===== config.mk =====
export PLATFORM = sky130hd
export DESIGN_NAME = slt_timing_fetch
export DESIGN_NICKNAME = d
export VERILOG_FILES = /design/src/inc/slt_pkg.sv /design/src/inc/slt_stream_if.sv /design/src/verilog/slt_pair_buffer.sv /design/src/verilog/slt_timing_fetch.sv
export SDC_FILE = /design/constraint.sdc
export NUM_CORES = 1
export LEC_CHECK = 0
export ABC_AREA = 1
export BUFFER_PORTS_ARGS = -buffer_cell sky130_fd_sc_hd__buf_2
export CAP_MARGIN = 20
export CORE_AREA = 2 2 289 291
export CTS_CLUSTER_DIAMETER = 100
export DETAILED_ROUTE_END_ITERATION = 10
export DIE_AREA = 0 0 291 293
export PLACE_DENSITY = 0.78
export SETUP_SLACK_MARGIN = 0.2
export SLEW_MARGIN = 20
export SYNTH_ARGS = -nofsm -noshare
export SYNTH_HDL_FRONTEND = slang
export SYNTH_SLANG_ARGS = --single-unit

===== constraint.sdc =====
create_clock -name core_clk -period 5.7 [get_ports core_clk]
set_input_delay 0.855 -clock core_clk [delete_from_list [all_inputs] [get_ports core_clk]]
set_output_delay 0.855 -clock core_clk [all_outputs]
set_load 0.03 [all_outputs]

===== src/inc/slt_pkg.sv =====
// Purpose: Shared constants and types of the STN panel timing and fetch block.
// Assumes: Single core clock at 20 MHz.
// Notes: Scan codes are also the encoding of the scan_mode port.
package slt_pkg;

	// ****************************************
	// Scan formats
	// ****************************************
	localparam logic [1:0] SCAN_SINGLE4 = 2'h0;
	localparam logic [1:0] SCAN_SINGLE8 = 2'h1;
	localparam logic [1:0] SCAN_DUAL4 = 2'h2;

	// ****************************************
	// Clocking and divisor limits
	// ****************************************
	localparam int CORE_CLK_PERIOD_NS = 50;
	localparam int DIV_W = 10;
	localparam logic [DIV_W-1:0] MIN_DIVISOR = 10'h002;
	localparam logic [DIV_W-1:0] MAX_DIVISOR = 10'h3ff;

	// ****************************************
	// Fetch and FIFO sizing
	// ****************************************
	localparam int CONFIG_REG_COUNT = 18;
	localparam int BURST_WORDS = 4;
	localparam logic [1:0] BURST_BEAT_LAST = 2'h3;
	localparam int HALF_FIFO_WORDS = 12;
	localparam int TOTAL_FIFO_WORDS = 24;
	localparam int FIFO_PTR_W = 4;
	localparam int FIFO_CNT_W = 4;
	localparam logic [FIFO_PTR_W-1:0] FIFO_PTR_LAST = 4'hb;
	localparam logic [FIFO_CNT_W-1:0] FIFO_REFILL_LEVEL = 4'h8;
	localparam logic [2:0] UNITS_NIBBLE = 3'h7;
	localparam logic [2:0] UNITS_BYTE = 3'h3;

	// ****************************************
	// Reset values and state types
	// ****************************************
	localparam logic AC_BIAS_RESET = 1'b0;

	typedef enum logic [1:0] {
		T_IDLE = 2'b00,
		T_ACTIVE = 2'b01,
		T_GAP = 2'b10
	} slt_tstate_e;

	typedef enum logic [1:0] {
		F_IDLE = 2'b00,
		F_REQ = 2'b01,
		F_BURST = 2'b10
	} slt_fstate_e;

endpackage


===== src/inc/slt_stream_if.sv =====
// Purpose: Valid/ready word stream between the FIFOs, buffer and formatter.
// Assumes: Source and sink share one clock.
// Notes: A word moves on a cycle with valid and ready both high.
`timescale 1ns/10ps
interface slt_stream_if #(
	parameter int W = 64
);
	logic valid;
	logic ready;
	logic [W-1:0] data;

	modport src (output valid, output data, input ready);
	modport snk (input valid, input data, output ready);
endinterface


===== src/verilog/slt_pair_buffer.sv =====
// Purpose: Two-entry buffer so that a stalled receiver loses no word.
// Assumes: Synchronous active-low reset.
// Notes: Ready toward the source falls only when both entries are full.
`timescale 1ns/10ps
module slt_pair_buffer
	import slt_pkg::*;
#(
	parameter int W = 64
) (
	// Clock and reset.
	input wire logic core_clk,
	input wire logic reset_n,
	// Streams.
	slt_stream_if.snk up,
	slt_stream_if.src dn
);

	logic [W-1:0] mem [2];
	logic wr_ptr;
	logic rd_ptr;
	logic [1:0] count;
	wire push = up.valid && up.ready;
	wire pop = dn.valid && dn.ready;

	assign up.ready = (count != 2'h2);
	assign dn.valid = (count != 2'h0);
	assign dn.data = mem[rd_ptr];

	always_ff @(posedge core_clk) begin
		if (!reset_n) begin
			wr_ptr <= 1'b0;
			rd_ptr <= 1'b0;
			count <= 2'h0;
		end else begin
			wr_ptr <= wr_ptr ^ push;
			rd_ptr <= rd_ptr ^ pop;
			count <= count + {1'b0, push} - {1'b0, pop};
		end
	end

	always_ff @(posedge core_clk) begin
		if (push) begin
			mem[wr_ptr] <= up.data;
		end
	end

endmodule


===== src/verilog/slt_timing_fetch.sv =====
// Purpose: STN panel timing generator, frame fetch DMA, FIFOs and pixel formatter.
// Assumes: One 20 MHz core clock; the bus and the configuration share it.
// Notes: Configuration ports stand for the software register set.
// Notes on behaviour
// - Frame sync is high for the whole first line of every frame.
// - Line sync pulses after each full line of pixel data has been shifted out.
// - Pixel data changes at the rising pixel clock edge; the panel samples at the falling one.
// - The low four lines carry the data in single scan and the upper half in dual scan.
// - The high four lines carry the upper nibble in 8-bit single and the lower half in dual scan.
// - AC bias toggles per frame, or once per bias line count line pulses when selected.
// - The pixel clock is the core clock divided by twice the divisor, least divisor 2.
// - Four valid data lines in 4-bit single scan and eight in dual and 8-bit single scan shape each line.
// - A line is width count plus one pixel periods then pulse, delay and blank cycles.
// - The fetch DMA requests four-word bursts when a FIFO has room and holds the bus.
// - Two FIFOs of twelve words each; both used in dual scan, only the upper in single.
// - The configuration set steers the timing generator, the fetch DMA and the formatter.
`timescale 1ns/10ps
module slt_timing_fetch
	import slt_pkg::*;
#(
	parameter int LW_W = 11,
	parameter int LC_W = 10,
	parameter int GAP_W = 8,
	parameter int FW_W = 16
) (
	// Clock and reset.
	input wire logic core_clk,
	input wire logic reset_n,
	// Configuration.
	input wire logic enable,
	input wire logic [1:0] scan_mode,
	input wire logic [DIV_W-1:0] pixel_clock_divisor,
	input wire logic [LW_W-1:0] line_width_count,
	input wire logic [LC_W-1:0] line_count,
	input wire logic [GAP_W-1:0] line_pulse_width,
	input wire logic [GAP_W-1:0] line_to_pixel_delay,
	input wire logic [GAP_W-1:0] line_blank_count,
	input wire logic bias_toggle_select,
	input wire logic [7:0] bias_line_count,
	input wire logic [31:0] frame_base_upper,
	input wire logic [31:0] frame_base_lower,
	input wire logic [FW_W-1:0] frame_words,
	// Memory fetch bus.
	output logic fetch_req,
	output logic [31:0] fetch_addr,
	output logic fetch_lock,
	input wire logic fetch_grant,
	input wire logic fetch_data_valid,
	input wire logic [31:0] fetch_data,
	// Panel pins.
	output logic frame_sync,
	output logic line_sync,
	output logic pixel_clock,
	output logic ac_bias,
	output logic [3:0] low_pixel_lines,
	output logic [3:0] high_pixel_lines,
	// Status.
	output logic pixel_underrun
);

	// ****************************************
	// Parameter checks
	// ****************************************
	if (LW_W < 1 || LC_W < 1 || GAP_W < 1 || FW_W < 3) begin : g_bad_width
		$error("slt_timing_fetch: counter widths too small");
	end

	// ****************************************
	// Configuration decode
	// ****************************************
	wire dual = (scan_mode == SCAN_DUAL4);
	wire wide8 = (scan_mode == SCAN_SINGLE8);
	wire [DIV_W-1:0] div_eff = (pixel_clock_divisor < MIN_DIVISOR) ? MIN_DIVISOR :
		pixel_clock_divisor;
	wire [GAP_W-1:0] pulse_len = (line_pulse_width == '0) ? GAP_W'(1) : line_pulse_width;
	wire [GAP_W+1:0] gap_total = GAP_W'(0) + {2'b00, pulse_len} + {2'b00, line_to_pixel_delay}
		+ {2'b00, line_blank_count};
	wire [7:0] bias_eff = (bias_line_count == 8'h00) ? 8'h01 : bias_line_count;

	// ****************************************
	// Timing generator
	// ****************************************
	slt_tstate_e tstate;
	logic [DIV_W-1:0] div_cnt;
	logic [LW_W:0] pix_cnt;
	logic [GAP_W+1:0] gap_cnt;
	logic [LC_W-1:0] line_idx;
	logic [7:0] bias_cnt;

	wire active = (tstate == T_ACTIVE);
	wire div_done = (div_cnt == div_eff - DIV_W'(1));
	wire pix_rise = active && div_done && !pixel_clock;
	wire pix_fall = active && div_done && pixel_clock;
	wire line_done = pix_fall && (pix_cnt == {1'b0, line_width_count} + (LW_W+1)'(1));
	wire gap_done = (tstate == T_GAP) && (gap_cnt == gap_total - (GAP_W+2)'(1));
	wire last_line = (line_idx == line_count);
	wire frame_start = (tstate == T_IDLE) || (gap_done && last_line);
	wire bias_wrap = (bias_cnt + 8'h01 >= bias_eff);
	wire [GAP_W+1:0] next_gap_cnt = gap_cnt + (GAP_W+2)'(1);

	always_ff @(posedge core_clk) begin
		if (!reset_n || !enable) begin
			tstate <= T_IDLE;
			div_cnt <= '0;
			pix_cnt <= '0;
			gap_cnt <= '0;
			line_idx <= '0;
		end else begin
			unique case (tstate)
				T_IDLE: begin
					tstate <= T_ACTIVE;
				end
				T_ACTIVE: begin
					div_cnt <= div_done ? '0 : div_cnt + DIV_W'(1);
					if (pix_rise) begin
						pix_cnt <= pix_cnt + (LW_W+1)'(1);
					end
					if (line_done) begin
						tstate <= T_GAP;
						gap_cnt <= '0;
					end
				end
				T_GAP: begin
					gap_cnt <= next_gap_cnt;
					if (gap_done) begin
						tstate <= T_ACTIVE;
						pix_cnt <= '0;
						div_cnt <= '0;
						line_idx <= last_line ? '0 : line_idx + LC_W'(1);
					end
				end
				default: begin
					tstate <= T_IDLE;
				end
			endcase
		end
	end

	// Panel control outputs.
	always_ff @(posedge core_clk) begin
		if (!reset_n || !enable) begin
			pixel_clock <= 1'b0;
			line_sync <= 1'b0;
			frame_sync <= 1'b0;
		end else begin
			if (active && div_done) begin
				pixel_clock <= ~pixel_clock;
			end
			if (line_done) begin
				line_sync <= 1'b1;
			end else if (tstate == T_GAP) begin
				line_sync <= (next_gap_cnt < {2'b00, pulse_len});
			end
			if (frame_start) begin
				frame_sync <= 1'b1;
			end else if (gap_done) begin
				frame_sync <= 1'b0;
			end
		end
	end

	// AC bias toggling.
	always_ff @(posedge core_clk) begin
		if (!reset_n) begin
			ac_bias <= AC_BIAS_RESET;
			bias_cnt <= 8'h00;
		end else if (enable) begin
			if (frame_start) begin
				bias_cnt <= 8'h00;
				if (!bias_toggle_select) begin
					ac_bias <= ~ac_bias;
				end
			end else if (line_done && bias_toggle_select) begin
				bias_cnt <= bias_wrap ? 8'h00 : bias_cnt + 8'h01;
				if (bias_wrap) begin
					ac_bias <= ~ac_bias;
				end
			end
		end
	end

	// ****************************************
	// Frame fetch DMA and half FIFOs
	// ****************************************
	slt_fstate_e fstate;
	logic target;
	logic [1:0] beat;
	logic [FIFO_CNT_W-1:0] fifo_count [2];
	logic [FW_W-1:0] word_off [2];
	logic [31:0] fifo_head [2];
	wire [31:0] half_base [2];
	logic [1:0] pop_half;

	slt_stream_if #(.W(64)) fmt_in ();
	slt_stream_if #(.W(64)) fmt_out ();

	assign half_base[0] = frame_base_upper;
	assign half_base[1] = frame_base_lower;
	wire need_up = (fifo_count[0] <= FIFO_REFILL_LEVEL);
	wire need_lo = dual && (fifo_count[1] <= FIFO_REFILL_LEVEL);
	wire pick = need_lo && (!need_up || fifo_count[1] < fifo_count[0]);
	wire word_in = (fstate == F_BURST) && fetch_data_valid;
	wire take = fmt_in.valid && fmt_in.ready;

	for (genvar h = 0; h < 2; h++) begin : g_half
		logic [31:0] mem [HALF_FIFO_WORDS];
		logic [FIFO_PTR_W-1:0] wr_ptr;
		logic [FIFO_PTR_W-1:0] rd_ptr;
		wire push = word_in && (target == h);
		wire adv = (fstate == F_REQ) && fetch_grant && (target == h);
		wire [FW_W-1:0] next_off = word_off[h] + FW_W'(BURST_WORDS);

		assign pop_half[h] = take && (h == 0 || dual);
		assign fifo_head[h] = mem[rd_ptr];

		always_ff @(posedge core_clk) begin
			if (!reset_n) begin
				wr_ptr <= '0;
				rd_ptr <= '0;
				fifo_count[h] <= '0;
				word_off[h] <= '0;
			end else begin
				if (push) begin
					wr_ptr <= (wr_ptr == FIFO_PTR_LAST) ? '0 : wr_ptr + FIFO_PTR_W'(1);
				end
				if (pop_half[h]) begin
					rd_ptr <= (rd_ptr == FIFO_PTR_LAST) ? '0 : rd_ptr + FIFO_PTR_W'(1);
				end
				fifo_count[h] <= fifo_count[h] + FIFO_CNT_W'(push) - FIFO_CNT_W'(pop_half[h]);
				if (adv) begin
					word_off[h] <= (next_off >= frame_words) ? '0 : next_off;
				end
			end
		end

		always_ff @(posedge core_clk) begin
			if (push) begin
				mem[wr_ptr] <= fetch_data;
			end
		end
	end

	always_ff @(posedge core_clk) begin
		if (!reset_n) begin
			fstate <= F_IDLE;
			fetch_req <= 1'b0;
			fetch_lock <= 1'b0;
			fetch_addr <= 32'h0;
			target <= 1'b0;
			beat <= 2'h0;
		end else begin
			unique case (fstate)
				F_IDLE: begin
					if (enable && (need_up || need_lo)) begin
						fstate <= F_REQ;
						fetch_req <= 1'b1;
						target <= pick;
						fetch_addr <= half_base[pick] + 32'({word_off[pick], 2'b00});
					end
				end
				F_REQ: begin
					if (fetch_grant) begin
						fstate <= F_BURST;
						fetch_req <= 1'b0;
						fetch_lock <= 1'b1;
						beat <= 2'h0;
					end
				end
				F_BURST: begin
					if (fetch_data_valid) begin
						beat <= beat + 2'h1;
						if (beat == BURST_BEAT_LAST) begin
							fstate <= F_IDLE;
							fetch_lock <= 1'b0;
						end
					end
				end
				default: begin
					fstate <= F_IDLE;
				end
			endcase
		end
	end

	// ****************************************
	// Pixel formatter
	// ****************************************
	logic [63:0] shreg;
	logic [3:0] units_left;
	wire empty = (units_left == 4'h0);

	assign fmt_in.valid = (fifo_count[0] != '0) && (!dual || fifo_count[1] != '0);
	assign fmt_in.data = {dual ? fifo_head[1] : 32'h0, fifo_head[0]};
	assign fmt_out.ready = empty && !pix_rise;

	slt_pair_buffer #(.W(64)) u_pair_buffer (
		.core_clk(core_clk),
		.reset_n(reset_n),
		.up(fmt_in),
		.dn(fmt_out)
	);

	wire [31:0] next_upper = wide8 ? {shreg[23:0], 8'h00} : {shreg[27:0], 4'h0};
	wire [31:0] next_lower = {shreg[59:32], 4'h0};
	wire [3:0] next_low_lines = wide8 ? shreg[27:24] : shreg[31:28];
	wire [3:0] next_high_lines = wide8 ? shreg[31:28] : (dual ? shreg[63:60] : 4'h0);

	always_ff @(posedge core_clk) begin
		if (!reset_n) begin
			shreg <= 64'h0;
			units_left <= 4'h0;
			low_pixel_lines <= 4'h0;
			high_pixel_lines <= 4'h0;
			pixel_underrun <= 1'b0;
		end else begin
			pixel_underrun <= pix_rise && empty;
			if (pix_rise) begin
				low_pixel_lines <= empty ? 4'h0 : next_low_lines;
				high_pixel_lines <= empty ? 4'h0 : next_high_lines;
				if (!empty) begin
					shreg <= {next_lower, next_upper};
					units_left <= units_left - 4'h1;
				end
			end else if (fmt_out.valid && fmt_out.ready) begin
				shreg <= fmt_out.data;
				units_left <= {1'b0, wide8 ? UNITS_BYTE : UNITS_NIBBLE} + 4'h1;
			end
		end
	end

endmodule


After elaboration in Yosys (flattened, before gate mapping)
Memory sizes are Yosys's and may differ from the RTL's. A register that Yosys moved wholly into a read port is not among the register bits.
Cells that the tools add are included.

storage, ports and cells
  flip-flop bits (word level) = 192
  output and inout port bits = 47
  input port bits = 183
  memories = 5
  memory bits (writable) = 936

cells by class
  muxes and demuxes = 87
  equality and inequality tests = 25
  reductions and logical operators = 62
  $lt $le $gt $ge = 9
  $add $sub $neg = 26
  bitwise gates (word level) = 10

memory list
  name               depth  bits a word  read ports  clocked after Yosys merged registers in  write ports  RTL line                 text
  g_half[0].mem      12     32           1           1                                        1            slt_timing_fetch.sv:206  logic [31:0] mem [HALF_FIFO_WORDS];
  g_half[1].mem      12     32           1           1                                        1            slt_timing_fetch.sv:206
  u_pair_buffer.mem  2      64           1           1                                        1            slt_pair_buffer.sv:18    logic [W-1:0] mem [2];
  word_off           2      16           3           0                                        2            slt_timing_fetch.sv:189  logic [FW_W-1:0] word_off [2];
  fifo_count         2      4            2           0                                        2            slt_timing_fetch.sv:188  logic [FIFO_CNT_W-1:0] fifo_count [2];

operators with widths
  kind                                                 count
  two-way mux 64 bit                                   3
  two-way mux 32 bit                                   5
  two-way mux 4 bit                                    18
  two-way mux 16 bit                                   4
  two-way mux 10 bit                                   5
  two-way mux 8 bit                                    5
  case mux 10 bit (2 select lines)                     2
  adder 16 x 3 -> 16 bit (second input constant)       2
  adder 32 x 18 -> 32 bit                              1
  greater-or-equal comparator 16 bit                   2
  adder 10 x 1 -> 10 bit (second input constant)       3
  equality test 10 bit                                 3
  two-way mux 1 bit                                    28
  two-way mux 12 bit                                   2
  case mux 12 bit (2 select lines)                     1
  logical AND 1 bit                                    22
  subtractor 10 x 1 -> 10 bit (second input constant)  2
  nonzero test 2 bit                                   9
  adder 4 x 1 -> 4 bit (second input constant)         4
  equality test 4 bit (second input constant)          4
  zero test 8 bit                                      2
  two-way mux 2 bit                                    8
  != test 2 bit (second input constant)                7
  AND reduction 2 bit                                  7
  other kinds (37)                                     70

Depth between registers and ports, before layout
Gate-level depths: netlist of run 1.

  depth in word-level cells = 11
  mapped depth = 32

Hierarchy
A second synthesis of run 1 with hierarchy kept.

unflattened totals
  cell total of the unflattened synthesis = 4743
  area, all modules = 50906.3 um2

modules (own cells, without submodules)
  module            seq. area each (um2)  area each (um2)  cells an instance  times used
  slt_timing_fetch  27986.8               45741.4          4508               1
  slt_pair_buffer   3943.8                5165.0           235                1

Least setup slack after synthesis of run 1
No wires, ideal clock.

  kind = input to register
  start = input port scan_mode[1]
  end = register fetch_addr[31]
  path slack = 1.502 ns
  library setup time = 0.109 ns
  stages on the path = 28
  data required time = 5.591 ns
  data arrival time = 4.089 ns
  cells stage by stage = inv_1 > nor2_1 > inv_1 > a21oi_1 > nand2_1 > buf_2 > inv_1 > clkbuf_1 > clkbuf_1 > nand2_1 > nand2_1 > ha_1 > a21oi_1 > nand2_1 > a21boi_0 > nor2_1 > nor2_1 > o21ai_0 > nand2_1 > nand2_1 > nand3_1 > nand2_1 > nand2_1 > inv_1 > nand3_1 > nand3_1 > nand2_1 > inv_1

on the way
  word-level cells in the longest chain between the ends = 8
  elaborated cells on any way between the ends = 12

RTL lines
  what                                                    RTL line                 text
  start, declared                                         slt_timing_fetch.sv:31   input wire logic [1:0] scan_mode,
  equality test 2 bit *                                   slt_timing_fetch.sv:71   wire dual = (scan_mode == SCAN_DUAL4);
  logical AND 1 bit *                                     slt_timing_fetch.sv:200  wire need_lo = dual && (fifo_count[1] <= FIFO_REFILL_LEVEL);
  logical AND 1 bit                                       slt_timing_fetch.sv:201  wire pick = need_lo && (!need_up || fifo_count[1] < fifo_count[0]);
  inverter 1 -> 2 bit (implied by the code)               slt_timing_fetch.sv:258  fetch_addr <= half_base[pick] + 32'({word_off[pick], 2'b00});
  two-way mux 32 bit (implied by the code) (3 in series)  slt_timing_fetch.sv:258
  adder 32 x 18 -> 32 bit                                 slt_timing_fetch.sv:258
  end signal, assigned                                    slt_timing_fetch.sv:258
  end, declared                                           slt_timing_fetch.sv:45   output logic [31:0] fetch_addr,

Every way passes the cells marked *; elsewhere a longest branch is shown, timed or not. The select of a mux whose other input is x is not followed.
A chain may end at the register's enable or synchronous reset.

==> impl_metrics.py, run 1 <==
metrics = {
    "clock_network": {
        "post_cts_resized": 0,
        "cts_root_buf": "clkbuf_16",
        "clkLatencyLatePin_ns": 0.71,
        "clk_pin_slew_ns": 0.06,
        "cts_sinks": 1133,
        "cts_hold_buf": 0,
        "numCtsBuffers": 110,
        "htreeDepth": 3,
        "cts_tree": "done",
        "cts_setup_buffers": 0,
        "clockBufferDepth": 3,
    },
    "sta": {
        "rsz0062_at_grt": "no",
        "fin_setup_tns_ns": 0,
        "finalSetupViolCount": 0,
        "timing.fmax_mhz": 227,
        "skew_ns": 0.0678,
        "relSlewSlack_pct": 24.5,
        "tightest_slew_ns": 1.12,
        "min_period_over_period_pct": 77.2,
        "report.final.slew_viol_count": 0,
        "post-route-min-period_ns": 4.40,
        "hold_violations": 0,
    },
    "place": {
        "port_buffers": 229,
        "place_congestion": 0.923,
        "placed_area_um2": 52700,
        "hpwlAfterDp_um": 72900,
    },
    "logic_synthesis": {
        "syn_avg_cell_area_um2": 10.4,
        "syn_area_um2": 50600,
        "yosysSeqAreaShare_pct": 63.2,
        "ys_top_cells_by_area": "edfxtp_1 55%, dfxtp_1 8.3%, o21ai_0 6.1%",
        "yosysWarnings": 0,
        "synth_seq_cells": 1133,
        "synth_edf_count": 924,
        "syn-num-nets": 5150,
        "synthCells": 4841,
        "synth_top_area_share_pct": 54.9,
        "yosys.area.top_type": "edfxtp_1",
        "async_flop_share_pct": 0,
        "ys_types": 55,
        "synth_flop_cell": "edfxtp_1",
    },
    "power": {
        "peakVddDrop_uv": 474,
        "sw_frac_of_total_pct": 31.9,
        "power_frac_clock_pct": 30.1,
        "p_leak_uw": 0.0214,
        "power.net_switching_uw": 7300,
        "p_total_uw": 22900,
        "power_frac_comb_pct": 24.3,
        "power.internal_uw": 15600,
        "p_per_area_nw_per_um2": 407,
        "seq_power_share_pct": 45.5,
    },
    "drt": {
        "routed_wirelength_um": 121000,
        "drc": 0,
        "viasPerCell": 5.80,
        "post_drt_wl_per_cell_um": 19.7,
        "dr.first_iter.drc_count": 3245,
        "drt_pre_antenna_iters": 6,
        "final_antenna_net_count": 0,
        "vias": 35715,
    },
    "global_routing": {
        "met3_usage_pct": 5.31,
        "top_usage_layer": "met2",
        "met1_usage_pct": 35.6,
        "met2_usage_pct": 47.6,
        "antenna_found_initial": 7,
        "gr-total-overflow": 0,
        "grt_pass1_vias": 34382,
        "grt_pass1_wl_um": 187000,
        "grt_max_degree": 185,
        "grt_usage_pct": 28.2,
    },
    "critical_path": {
        "max_stage_delay_ns": 0.42,
        "cp_max_fo": 34,
        "reg2reg_depth": 28,
        "endpoint_kind": "register",
        "reg2reg_slack_ns": 1.30,
        "timing.rr.start": "fifo_count[0][1]$_SDFF_PN0_",
        "crit_path_start_kind": "register",
        "setup.worst_path.class": "reg2reg",
        "arrival_ns": 4.97,
        "r2r-end": "fetch_addr[24]$_SDFFE_PN0P_",
        "cp_slowest_cell": "nand2_2",
        "cp.required_ns": 6.27,
        "path_common_cell": "nand2_1",
    },
    "floorplanning": {
        "die_w_um": 291,
        "rows": 105,
        "core_um2": 81800,
        "die_area_um2": 85300,
        "initial_core_util_pct": 61.8,
        "io_pins": 230,
        "fp.dieH_um": 293,
    },
    "status": {
        "status": "finished clean",
    },
    "final_layout": {
        "mostFrequentLayoutCell": "edfxtp_1",
        "area_growth_pct": 11.0,
        "final_nets": 5307,
        "fin_area_um2": 56100,
        "final_cell_mix": "924 x edfxtp_1, 717 x nand2_1, 610 x o21ai_0",
        "drive_above_1_share_pct": 10.4,
    },
    "worst_hold_path": {
        "hold_path.class": "reg2reg",
        "hp-start": "u_pair_buffer.rd_ptr$_SDFF_PN0_",
        "worstHoldPathCells": 1,
    },
    "job": {
        "cap_violations": 0,
    },
}
==> sequential cells by signal, indices dropped and copies added, names as in the netlist, 2 cells and up, named ones only <==
name,flops
beat,2
bias_cnt,8
div_cnt,10
fetch_addr,32
fifo_count,8
fstate,2
g_half.mem,768
g_half.rd_ptr,8
g_half.wr_ptr,8
gap_cnt,10
high_pixel_lines,4
line_idx,10
low_pixel_lines,4
pix_cnt,12
shreg,64
tstate,2
u_pair_buffer.count,2
u_pair_buffer.mem,128
units_left,4
word_off,28
==> power groups by stage <==
stage | combinational (µW) | sequential, µW | clock, µW
CTS | 5530 | 10400 | 6950
detailed placement | 5480 | 10600 | 0
floorplan | 3990 | 10500 | 0
finish | 5570 | 10400 | 6890
global route | 6240 | 10500 | 7270
global placement | 5320 | 10500 | 0
==> stage by stage <==
| step | util [%] | worst slack, ns | hold WS (ns) | cells |
|---|---|---|---|---|
| 5_1_grt | 68.6 | 0.708 | 0.468 | 6156 |
| 2_1_floorplan | - | 1.50 | 0.422 | 4841 |
| 3_5_place_dp | 64.4 | 1.06 | 0.437 | 5955 |
| 4_1_cts | 68.6 | 1.31 | 0.426 | 6154 |
| 6_report | 68.6 | 1.30 | 0.450 | 6156 |
| 3_3_place_gp | 64.4 | 1.19 | 0.423 | 5955 |
==> critical path, delay by kind of cell, from the launching register on <==
family	cells	cell delay (ns)
AO/OA/AOI/OAI	4	0.75
adder cells (fa/ha/maj)	2	0.64
AND/OR/NAND/NOR	16	1.71
flip-flops	1	0.38
buffers and inverters	6	0.78
==> cell usage after synthesis, types with 13 or more instances <==
library cell and n:
buf_1 15, o21ai_1 32, nor3_1 57, a21oi_1 259, ha_1 115, mux2_2 13
a211oi_1 21, o211ai_1 51, edfxtp_1 924, o221ai_1 17, xnor2_1 22, o22ai_1 79
nand3_1 100, inv_1 529, mux2i_1 73, nand4_1 45, buf_6 16, a31oi_1 48
clkbuf_1 195, o21ai_0 612, nor2_1 526, dfxtp_1 209, nand2_1 718, xor2_1 53
==> per-layer routing <==
metal,part of all wire (%),vias up
li1,-,17055
met1,39,16869
met2,48,1492
met3,8.5,291
met4,4.6,8
met5,0.045,-
==> layout make-up <==
| class | count | area, µm² |
|---|---|---|
| Clock inverter | 48 | 382 |
| Clock buffer | 151 | 3060 |
| Sequential cell | 1133 | 31900 |
| Fill cell | 5842 | 25700 |
| Multi-Input combinational cell | 2932 | 15700 |
| Inverter | 533 | 2010 |
| Timing Repair Buffer | 288 | 1650 |
| Antenna cell | 1 | 2.50 |
| Tap cell | 1070 | 1340 |
==> worst max-delay path by stage <==
stage	start	to	slack [ns]	depth (start not counted)
final	fifo_count[0][1]$_SDFF_PN0_	fetch_addr[24]$_SDFFE_PN0P_	1.30	28
after CTS	fifo_count[0][1]$_SDFF_PN0_	fetch_addr[24]$_SDFFE_PN0P_	1.31	28
after floorplan	scan_mode[1]	fetch_addr[31]$_SDFFE_PN0P_	1.50	28
after detailed placement	pixel_clock_divisor[3]	u_pair_buffer.count[1]$_SDFF_PN0_	1.06	26
after global placement	pixel_clock_divisor[3]	u_pair_buffer.count[1]$_SDFF_PN0_	1.19	26
after global routing	fifo_count[0][1]$_SDFF_PN0_	fetch_addr[31]$_SDFFE_PN0P_	0.71	28
==> cell families after synthesis <==
family / Yosys count / synth area share, %
xor+xnor: 75 / 1.30
compound gates: 1143 / 12.3
fa+ha+maj: 126 / 3.28
flops: 1133 / 63.2
mux: 86 / 1.73
simple gates: 1502 / 12.2
buf+inv: 776 / 6.08
Note: power is estimated with default switching activity, not from simulation.
==> run 2, diff against run 1 <==
CORE_AREA = 2 2 304 306   (was 2 2 289 291)
DIE_AREA = 0 0 306 308   (was 0 0 291 293)
PLACE_DENSITY = 0.74   (was 0.78)
clock period = 3.95 ns   (was 5.7 ns; I/O delays follow)
==> impl_metrics.py, run 2 (synthesis results as in run 1) <==
metrics = {
    "status": {
        "status": "finished clean",
    },
    "power": {
        "seq_power_share_pct": 44.0,
        "power_frac_clock_pct": 31.3,
        "power_frac_comb_pct": 24.7,
        "power.internal_uw": 23400,
        "sw_frac_of_total_pct": 31.7,
        "power.net_switching_uw": 10900,
        "peakVddDrop_uv": 439,
        "p_leak_uw": 0.0219,
        "p_total_uw": 34300,
        "p_per_area_nw_per_um2": 598,
    },
    "sta": {
        "rsz0062_at_grt": "yes",
        "tightest_slew_ns": 1.10,
        "relSlewSlack_pct": 26.4,
        "hold_violations": 0,
        "post-route-min-period_ns": 3.55,
        "min_period_over_period_pct": 89.8,
        "report.final.slew_viol_count": 0,
        "skew_ns": 0.0442,
        "finalSetupViolCount": 0,
        "timing.fmax_mhz": 282,
        "fin_ws_ns": 0.404,
    },
    "clock_network": {
        "cts_root_buf": "clkbuf_16",
        "clk_pin_slew_ns": 0.06,
        "clockBufferDepth": 3,
        "numCtsBuffers": 111,
        "cts_tree": "done",
        "cts_sinks": 1133,
        "htreeDepth": 3,
        "clkLatencyLatePin_ns": 0.69,
        "cts_hold_buf": 0,
    },
    "place": {
        "place_ws_ns": -0.133,
        "place_congestion": 0.878,
        "placed_area_um2": 53300,
        "port_buffers": 229,
        "hpwlAfterDp_um": 76000,
    },
    "global_routing": {
        "top_usage_layer": "met2",
        "met3_usage_pct": 3.83,
        "met1_usage_pct": 34.1,
        "gr-total-overflow": 0,
        "grt_max_degree": 107,
        "antenna_found_initial": 6,
        "grt_usage_pct": 25.9,
        "met2_usage_pct": 43.6,
        "grt_pass1_wl_um": 190000,
        "grt_pass1_vias": 33993,
    },
    "drt": {
        "routed_wirelength_um": 124000,
        "dr.first_iter.drc_count": 3750,
        "drc": 0,
        "final_antenna_net_count": 0,
        "vias": 35918,
        "post_drt_wl_per_cell_um": 19.6,
        "viasPerCell": 5.67,
        "drt_pre_antenna_iters": 7,
    },
    "final_layout": {
        "fin_area_um2": 57300,
        "fillers": 7047,
        "area_growth_pct": 13.3,
        "top_regs": "g_half.mem: 768 flops, u_pair_buffer.mem: 128 flops, shreg: 64 flops",
        "largest-register": "g_half.mem",
        "mostFrequentLayoutCell": "edfxtp_1",
        "drive_above_1_share_pct": 12.0,
        "final_util_pct": 63.0,
        "final_cell_mix": "924 x edfxtp_1, 712 x nand2_1, 602 x o21ai_0",
        "largest_reg_flops": 768,
        "final_nets": 5363,
    },
    "floorplanning": {
        "initial_core_util_pct": 55.6,
        "core_um2": 91000,
        "io_pins": 230,
        "die_w_um": 306,
        "rows": 111,
        "die_area_um2": 94200,
        "fp.dieH_um": 308,
    },
    "critical_path": {
        "crit_path_start_kind": "register",
        "cp.required_ns": 4.50,
        "setup.worst_path.class": "reg2reg",
        "cp_max_fo": 29,
        "endpoint_kind": "register",
        "arrival_ns": 4.10,
    },
    "worst_hold_path": {
        "hold_path.class": "in2reg",
    },
    "job": {
        "cap_violations": 0,
    },
}
[run 2: repair_timing]
| action | 4_1_cts | 5_1_grt |
|---|---|---|
| resized for setup | 8 | 37 |
| pin swaps | 1 | 8 |
| endpoints found under the setup margin | 11 | 43 |
| setup buffers | 0 | 6 |
[run 2: stage by stage]
step	hold WS (ns)	instances	TNS, ns
after global routing	0.245	6337	0
after global placement	0.434	6121	-0.306
after CTS	0.204	6330	0
after detailed placement	0.442	6121	-1.15
after floorplan	0.422	4841	0
final	0.239	6338	0
[run 2: critical path, stage by stage (launching register included)]
cell	delay, ns
dfxtp_1	0.45
ha_1	0.28
o21ai_0	0.07
nand2_1	0.07
nand3_1	0.07
nand2_1	0.05
nand2_1	0.07
nand2_2	0.07
buf_6	0.18
o21ai_0	0.27
ha_2	0.37
a21oi_2	0.16
nand2_2	0.09
a21oi_2	0.18
o21ai_2	0.08
inv_1	0.06
nor2_1	0.04
nor2_2	0.18
o21bai_2	0.14
nand2_2	0.11
nor2_4	0.05
nand2_1	0.07
nor2_1	0.04
nand3b_1	0.17
nand2_1	0.08
inv_1	0.04
[run 2: path summary, 6_finish.rpt]
kind / startpoint / end / slack, ns / depth (start not counted)
max: fifo_count[1][1]$_SDFF_PN0_ / fetch_addr[24]$_SDFFE_PN0P_ / 0.40 / 25
min: frame_base_lower[1] / fetch_addr[1]$_SDFFE_PN0P_ / 0.24 / 3
max reg2reg: fifo_count[1][1]$_SDFF_PN0_ / fetch_addr[24]$_SDFFE_PN0P_ / 0.40 / 25
min reg2reg: units_left[0]$_SDFFE_PN0P_ / units_left[0]$_SDFFE_PN0P_ / 0.45 / 1
[run 2: power groups by stage]
stage                     clock (µW)  combinational, µW  sequential (µW)
after global placement             0               8020            15300
final                          10700               8470            15100
after floorplan                    0               5770            15100
after global routing           11300               9400            15200
after CTS                      10800               8310            15100
after detailed placement           0               8240            15300
[run 2: metal layers]
layer	wire length [µm]	part of all wire (%)	up-vias
li1	-	-	17188
met1	50400	41	16980
met2	58800	47	1488
met3	10200	8.2	256
met4	4660	3.8	6
met5	33	0.027	-
[run 2: final cells by class]
| cell class | instances | area [µm²] | share of cell area, % |
|---|---|---|---|
| clock inverter | 65 | 707 | 1.23 |
| tap | 1186 | 1480 | 2.59 |
| timing repair buffer | 343 | 2170 | 3.78 |
| inverter | 533 | 2010 | 3.51 |
| sequential | 1133 | 32000 | 55.8 |
| multi-input combinational | 2932 | 15900 | 27.8 |
| antenna | 2 | 5.00 | 0.00874 |
| clock buffer | 144 | 3040 | 5.30 |
